$ cat src/rtl/sldds_pkg.sv
// What this block does
// - Each lane has one deskew result bit at the position of its lane number, 1 for achieved.
// - One read-only 8-bit register holds one bad-disparity bit per lane, bit n for lane n.
// - A lane's disparity bit is 1 when its error count is at least the threshold, else 0.
// - All deskew and disparity bits are 0 after reset and writes to them change nothing.
package sldds_pkg;

  // ****************************************
  // Geometry
  // ****************************************
  localparam int          SLDDS_LANES   = 8;
  localparam int          SLDDS_ADDR_W  = 12;
  localparam int          SLDDS_DATA_W  = 8;
  localparam int          SLDDS_CNT_W   = 8;

  // ****************************************
  // Register offsets
  // ****************************************
  localparam logic [11:0] ALIGN_FLAGS_OFFSET     = 12'h46c;
  localparam logic [11:0] DISPARITY_FLAGS_OFFSET = 12'h46d;

  // ****************************************
  // Reset values
  // ****************************************
  localparam logic [7:0]  FLAGS_RESET   = 8'h00;
  localparam logic [7:0]  COUNT_RESET   = 8'h00;
  localparam logic [7:0]  COUNT_MAX     = 8'hff;
  localparam logic [7:0]  UNMAPPED_DATA = 8'h00;

endpackage

$ cat src/rtl/sldds_lane_counter.sv
`timescale 1ns/10ps
module sldds_lane_counter
  import sldds_pkg::*;
#(
  parameter int CNT_W = SLDDS_CNT_W
) (
  // Clock and reset
  input  wire logic             core_clk,
  input  wire logic             reset,
  // Error events
  input  wire logic             error_pulse,
  input  wire logic             count_clear,
  input  wire logic [CNT_W-1:0] threshold,
  // Status
  output logic      [CNT_W-1:0] error_count,
  output logic                  over_threshold
);

  logic [CNT_W-1:0] next_error_count;

  // ****************************************
  // Saturating counter
  // ****************************************
  // per-lane counting
  always_comb begin
    next_error_count = error_count;
    if (count_clear) begin
      next_error_count = CNT_W'(COUNT_RESET);
    end else if (error_pulse && (error_count != {CNT_W{1'b1}})) begin
      next_error_count = error_count + CNT_W'(1);
    end
  end

  always_ff @(posedge core_clk or posedge reset) begin
    if (reset) begin
      error_count <= CNT_W'(COUNT_RESET);
    end else begin
      error_count <= next_error_count;
    end
  end

  assign over_threshold = (error_count >= threshold);
endmodule

$ cat src/rtl/sldds_top.sv
`timescale 1ns/10ps
module sldds_top
  import sldds_pkg::*;
#(
  parameter int LANES = SLDDS_LANES
) (
  // Clock and reset
  input  wire logic                    core_clk,
  input  wire logic                    reset,
  // Configuration port
  input  wire logic [SLDDS_ADDR_W-1:0] cfg_addr,
  input  wire logic                    cfg_rd,
  input  wire logic                    cfg_wr,
  input  wire logic [SLDDS_DATA_W-1:0] cfg_wdata,
  output logic      [SLDDS_DATA_W-1:0] cfg_rdata,
  output logic                         cfg_rvalid,
  // Lane status from the deserializers
  input  wire logic [LANES-1:0]        lane_deskew_ok,
  input  wire logic [LANES-1:0]        lane_disparity_err,
  input  wire logic                    err_count_clear,
  // Link settings
  input  wire logic [SLDDS_CNT_W-1:0]  lane_error_threshold,
  input  wire logic                    skip_initial_alignment_sequence,
  // Status
  output logic      [LANES-1:0]        lane_alignment_result_flags,
  output logic      [LANES-1:0]        lane_disparity_error_flags,
  output logic                         align_flags_meaningful
);

  logic [LANES-1:0]        next_align_flags;
  logic [LANES-1:0]        next_disp_flags;
  logic [LANES-1:0]        lane_over;
  logic [SLDDS_CNT_W-1:0]  lane_count [LANES];
  logic [SLDDS_DATA_W-1:0] next_rdata;
  logic                    next_rvalid;
  logic                    next_meaningful;

  // ****************************************
  // Per-lane error counters
  // ****************************************
  for (genvar g = 0; g < LANES; g++) begin : g_lane
    sldds_lane_counter #(
      .CNT_W (SLDDS_CNT_W)
    ) u_cnt (
      .core_clk       (core_clk),
      .reset          (reset),
      .error_pulse    (lane_disparity_err[g]),
      .count_clear    (err_count_clear),
      .threshold      (lane_error_threshold),
      .error_count    (lane_count[g]),
      .over_threshold (lane_over[g])
    );
  end

  // ****************************************
  // Status flags
  // ****************************************
  always_comb begin
    // bit n follows lane n deskew
    next_align_flags = lane_deskew_ok;
    // bit n flags lane n disparity
    next_disp_flags  = lane_over;
    // flags carry no meaning when alignment is skipped
    next_meaningful  = !skip_initial_alignment_sequence;
  end

  always_ff @(posedge core_clk or posedge reset) begin
    if (reset) begin
      lane_alignment_result_flags <= LANES'(FLAGS_RESET);
      lane_disparity_error_flags  <= LANES'(FLAGS_RESET);
      align_flags_meaningful      <= 1'b0;
    end else begin
      lane_alignment_result_flags <= next_align_flags;
      lane_disparity_error_flags  <= next_disp_flags;
      align_flags_meaningful      <= next_meaningful;
    end
  end

  // ****************************************
  // Configuration reads
  // ****************************************
  // writes land nowhere, only reads decode
  always_comb begin
    next_rdata  = cfg_rdata;
    next_rvalid = cfg_rd;
    if (cfg_rd) begin
      case (cfg_addr)
        ALIGN_FLAGS_OFFSET:
          next_rdata = SLDDS_DATA_W'(lane_alignment_result_flags);
        DISPARITY_FLAGS_OFFSET:
          next_rdata = SLDDS_DATA_W'(lane_disparity_error_flags);
        default:
          next_rdata = UNMAPPED_DATA;
      endcase
    end
  end

  always_ff @(posedge core_clk or posedge reset) begin
    if (reset) begin
      cfg_rdata  <= UNMAPPED_DATA;
      cfg_rvalid <= 1'b0;
    end else begin
      cfg_rdata  <= next_rdata;
      cfg_rvalid <= next_rvalid;
    end
  end

  // ****************************************
  // Per-lane checks
  // ****************************************
  for (genvar k = 0; k < LANES; k++) begin : g_lane_chk

  end
endmodule

$ cat config.mk
export PLATFORM = sky130hd
export DESIGN_NAME = sldds_top
export DESIGN_NICKNAME = d
export VERILOG_FILES = /design/src/rtl/sldds_pkg.sv /design/src/rtl/sldds_lane_counter.sv /design/src/rtl/sldds_top.sv
export SDC_FILE = /design/constraint.sdc
export NUM_CORES = 1
export LEC_CHECK = 0
export ABC_AREA = 1
export BUFFER_PORTS_ARGS = -buffer_cell sky130_fd_sc_hd__clkbuf_2
export CAP_MARGIN = 20
export CORE_UTILIZATION = 59
export DETAILED_ROUTE_END_ITERATION = 6
export PLACE_DENSITY = 0.87
export RECOVER_POWER = 25
export SYNTH_ARGS = -nofsm -noshare
export SYNTH_HDL_FRONTEND = slang
export SYNTH_SLANG_ARGS = --single-unit
$ cat constraint.sdc
create_clock -name core_clk -period 3.6 [get_ports core_clk]
set_clock_uncertainty 0.1 [all_clocks]
set_input_delay 0.54 -clock core_clk [delete_from_list [all_inputs] [get_ports core_clk]]
set_output_delay 0.54 -clock core_clk [all_outputs]
set_load 0.01 [all_outputs]
# Yosys cells after proc, flatten, opt, wreduce, memory -nomap -nowiden
# Index checks and enable logic that the tools add are counted.
dict set report word_totals {
  ff_bits 90
  in_bits 50
  elab_cells 73
}
dict set report classes {
  n_addsub 8
  n_lt_le_gt_ge 8
  eq_ne 10
  mux 17
  reduce_logical 17
}
# op n
set ops {}
lappend ops {{8-bit two-way mux} 16}
lappend ops {{8-bit by 1-bit adder with 8-bit output, second input constant} 8}
lappend ops {{8-bit greater-or-equal comparator} 8}
lappend ops {{8-bit != test, second input constant} 8}
lappend ops {{12-bit by 11-bit == test with 1-bit output, second input constant} 2}
lappend ops {{8-bit one-hot mux with 2 select lines} 1}
lappend ops {{2-bit nonzero test} 8}
lappend ops {{1-bit logical AND} 8}
lappend ops {{1-bit logical NOT} 1}

# Depth between registers and ports, before layout
dict set report depth {
  depth_word 4
  depth_mapped 9
}

# Modules after synthesis
# From an unflattened synthesis, not the netlist that was laid out.
dict set report unflattened {
  hier_cells 944
  area_unflattened_um2 6673.9
}
# mod instances cells_each area_per_inst_um2 seq_area_each_um2
set modules_own_cells {}
lappend modules_own_cells {sldds_lane_counter 8 106 713.2 200.2}
lappend modules_own_cells {sldds_top 1 96 968.4 650.6}

# Worst setup path before layout
# OpenSTA, ideal clock, no wires.
dict set report synth_path {
  path_kind {input to register}
  from {input lane_error_threshold[5]}
  to {register lane_disparity_error_flags[6]}
  setup_time_ns 0.130
  arrival_time_ns 1.308
  required_time_ns 3.370
  path_slack_ns 2.062
  cell_stages 6
  path_cell_list {inv_1 ha_1 a21oi_1 nor2_1 nor2_1 nand4_1}
}
dict set report synth_via {
  elab_chain_len 1
}
# element line_no
set synth_rtl {}
lappend synth_rtl {{start: declaration} sldds_top.sv:22} ;# input wire logic [SLDDS_CNT_W-1:0] lane_error_threshold,
lappend synth_rtl {{8-bit greater-or-equal comparator} sldds_lane_counter.sv:42} ;# assign over_threshold = (error_count >= threshold);
lappend synth_rtl {{net g_lane[6].u_cnt.over_threshold} sldds_lane_counter.sv:16} ;# output logic over_threshold
lappend synth_rtl {{end signal: assignment} sldds_top.sv:70} ;# lane_disparity_error_flags <= LANES'(FLAGS_RESET);
lappend synth_rtl {{end signal: assignment} sldds_top.sv:74} ;# lane_disparity_error_flags <= next_disp_flags;
lappend synth_rtl {{end: declaration} sldds_top.sv:26} ;# output logic [LANES-1:0] lane_disparity_error_flags,
# The timed path passes the listed nets, and every way through them passes these cells.
# A chain may end at the register's enable or synchronous reset.

==> metrics.txt <==
Slew @ Worst Pin 1.59 ns; CTS Buf Count 9; wire length on met3 757 um; Peak supply drop ~170 uV; post-CTS setup buffer count 0; Worst path max stage delay ~0.96 ns; via count 5,606; clk sink count 90; #FFs+latches synth 90; remaining antenna violation count 0; Layout area overhead 10.9%; Initial Utilization 60.4%; clock latency on the worst-skew pair ~0.36 ns; Via density 5.52; HP Class primary input to register; EDFF count, synth 0; Slowest-stage cell, CP clkbuf_1; Synthesis Warnings 0; IO Count 76; outcome finished with violations; CTS Root Buffer Type clkbuf_8; sequential area share after synthesis 36.3%; DRT Wirelength 14,100 um; DR WL met2 approximately 6700 um; total track usage between 20% and 30%; DRC viols 0; initial drt markers 377; Mapped Area 6200 um^2; Overflow after GRT 0; Rows 37; # diodes 0; largest net degree at the start of global routing 59; max cap viols 1; crit path time final 2.32 ns; Final Wtd Congestion 0.845; post-CTS resize count 0; failing checks capacitance limit, slew limit; final hold violations 0; placed wire-length estimate 9810 um; top layer in use met4; # nets final 996; initial antenna violation count 0; fin crit share between 60% and 70%; CP max FO 36; Die Y 105 um; worst path cell trace clkbuf_2 > clkinvlp_2 > clkbuf_1; RSZ-0062 raised after global routing no; Met1 Wirelength around 6400 um; Slew Limit Fails 37; asr flop ratio synth 100%; fill count 894; DIE AREA between 10,000 and 15,000 um^2; Synth Flop Type dfrtp_1; Netlist cell types 34; Setup WS post-layout 1.28 ns; pre-CTS setup slack 1.30 ns; Buf/Inv on CP 3; clock slew seen by the registers of the worst setup and hold paths 0.09 ns; Syn Nets 927; P per Cell Area ~320 nW/um^2; Finished Cell Area slightly below 7000 um^2; CTS H-tree depth 3; Die Wd 105 um; relative slew slack -6.26%; CTS tree done; Crit path required time 3.79 ns; share of layout cells above drive strength 1 14.6%; WP data arrival about 2.5 ns; first-pass GRT wire length 23,500 um; Core Box Area 10,300 um^2; cts hold-fix bufs 0; Mapped Cells between 800 and 900; Max clock buf depth 2; r2r setup slk about 1.9 ns; Power Total 0.00220 W; TNS Setup 0 ns; wire per inst 13.9 um; crit path kind primary input to async pin; vias in the first global route 5,101; Final Setup Violations 0; port bufs 66; CP Launch Type primary input; Lkg Pwr 3.75 nW; Syn Area/Cell 7.71 um^2; f_max between 0.4 and 0.5 GHz; cell family with most CP delay buffers and inverters; placed cell areas 6630 um^2; worst hold slack ~0.18 ns; First-pass DRT Iterations 5; Crit. End Element async pin
cell usage after synthesis (4+ instances only):
cell / n / area share, %
a21oi_1: 32 / 2.6
ha_1: 72 / 15
nor3_1: 4 / 0.32
or2_2: 6 / 0.61
o21ai_0: 16 / 1.3
o21ai_1: 15 / 1.2
nor2_1: 68 / 4.1
nand2_1: 233 / 14
inv_1: 80 / 4.8
nor2_2: 10 / 1.0
nand4_1: 37 / 3.7
dfrtp_1: 90 / 36
nand2_4: 5 / 0.91
o21bai_1: 5 / 0.61
nand2_2: 7 / 0.71
buf_4: 4 / 0.48
xor2_1: 10 / 1.4
nor2_4: 5 / 0.91
nand3_1: 82 / 6.6
kinds of logic after synthesis:
logic type / share of synthesized area [%]
buf+inv: 6.72
fa+ha+maj: 14.5
flops: 36.3
simple gates: 34.0
compound gates: 7.02
xor+xnor: 1.41
worst paths after layout:
path | from | endpoint | cells past startpoint
max | reset | lane_disparity_error_flags[3] | 3
min | lane_deskew_ok[4] | lane_alignment_result_flags[4] | 1
max reg2reg | g_lane[4].u_cnt.error_count[1] | g_lane[4].u_cnt.error_count[4] | 8
min reg2reg | cfg_rdata[7] | cfg_rdata[7] | 2
max in group core_clk | err_count_clear | g_lane[3].u_cnt.error_count[0] | 5
min in group asynchronous | reset | align_flags_meaningful | 2
worst reg2reg max path, delay by kind of cell (launching register included):
kind                       cells  cell delay, ns
and+or+nand+nor                6            0.72
adders and majority gates      1            0.22
DFF                            1            0.43
AOI/OAI and AO/OA              1            0.10
state kept, by name (all words and copies together), names as in the netlist:
name	cells
g_lane.u_cnt.error_count	64
cfg_rdata	8
lane_alignment_result_flags	8
lane_disparity_error_flags	8
align_flags_meaningful	1
cfg_rvalid	1
per-stage QoR:
step	util, %	instances
after floorplan	-	805
after CTS	67.0	1015
final	66.9	1015
after global placement	64.5	999
after detailed placement	64.5	999
after global routing	66.9	1015
cell type report:
class	count	area [um^2]	share of cell area [%]
repair buffers	68	340	4.95
clock buffers	10	138	2.00
clock inverters	6	114	1.66
inverters	84	329	4.78
flip-flops and latches	90	2250	32.7
multi-input cells	621	3540	51.4
well taps	136	170	2.47
routing by layer:
layer	GRT usage [%]	vias up
met5	0	-
met4	10.6	0
met3	3.93	29
met2	44.8	184
met1	35.0	2587
li1	-	2806
power by group:
group          total, W  leakage (nW)  internal, W  switching (W)
Clock          0.000863         0.119     0.000481       0.000381
Sequential      0.00106          1.22      0.00104      0.0000271
Combinational  0.000269          2.41    0.0000904       0.000179
Total           0.00220          3.75      0.00161       0.000587
placed cells by master, fill, tap and decap left out, drive strengths merged, types with 5 or more instances in the layout:
| cell | Yosys | final |
|---|---|---|
| a21oi | 33 | 33 |
| clkbuf | 0 | 77 |
| dfrtp | 90 | 90 |
| ha | 72 | 72 |
| inv | 82 | 81 |
| nand2 | 245 | 245 |
| nand3 | 82 | 82 |
| nand4 | 37 | 37 |
| nor2 | 85 | 85 |
| o21ai | 33 | 33 |
| o21bai | 5 | 5 |
| or2 | 7 | 7 |
| xor2 | 10 | 10 |
Note: power is estimated with default switching activity, not from simulation.
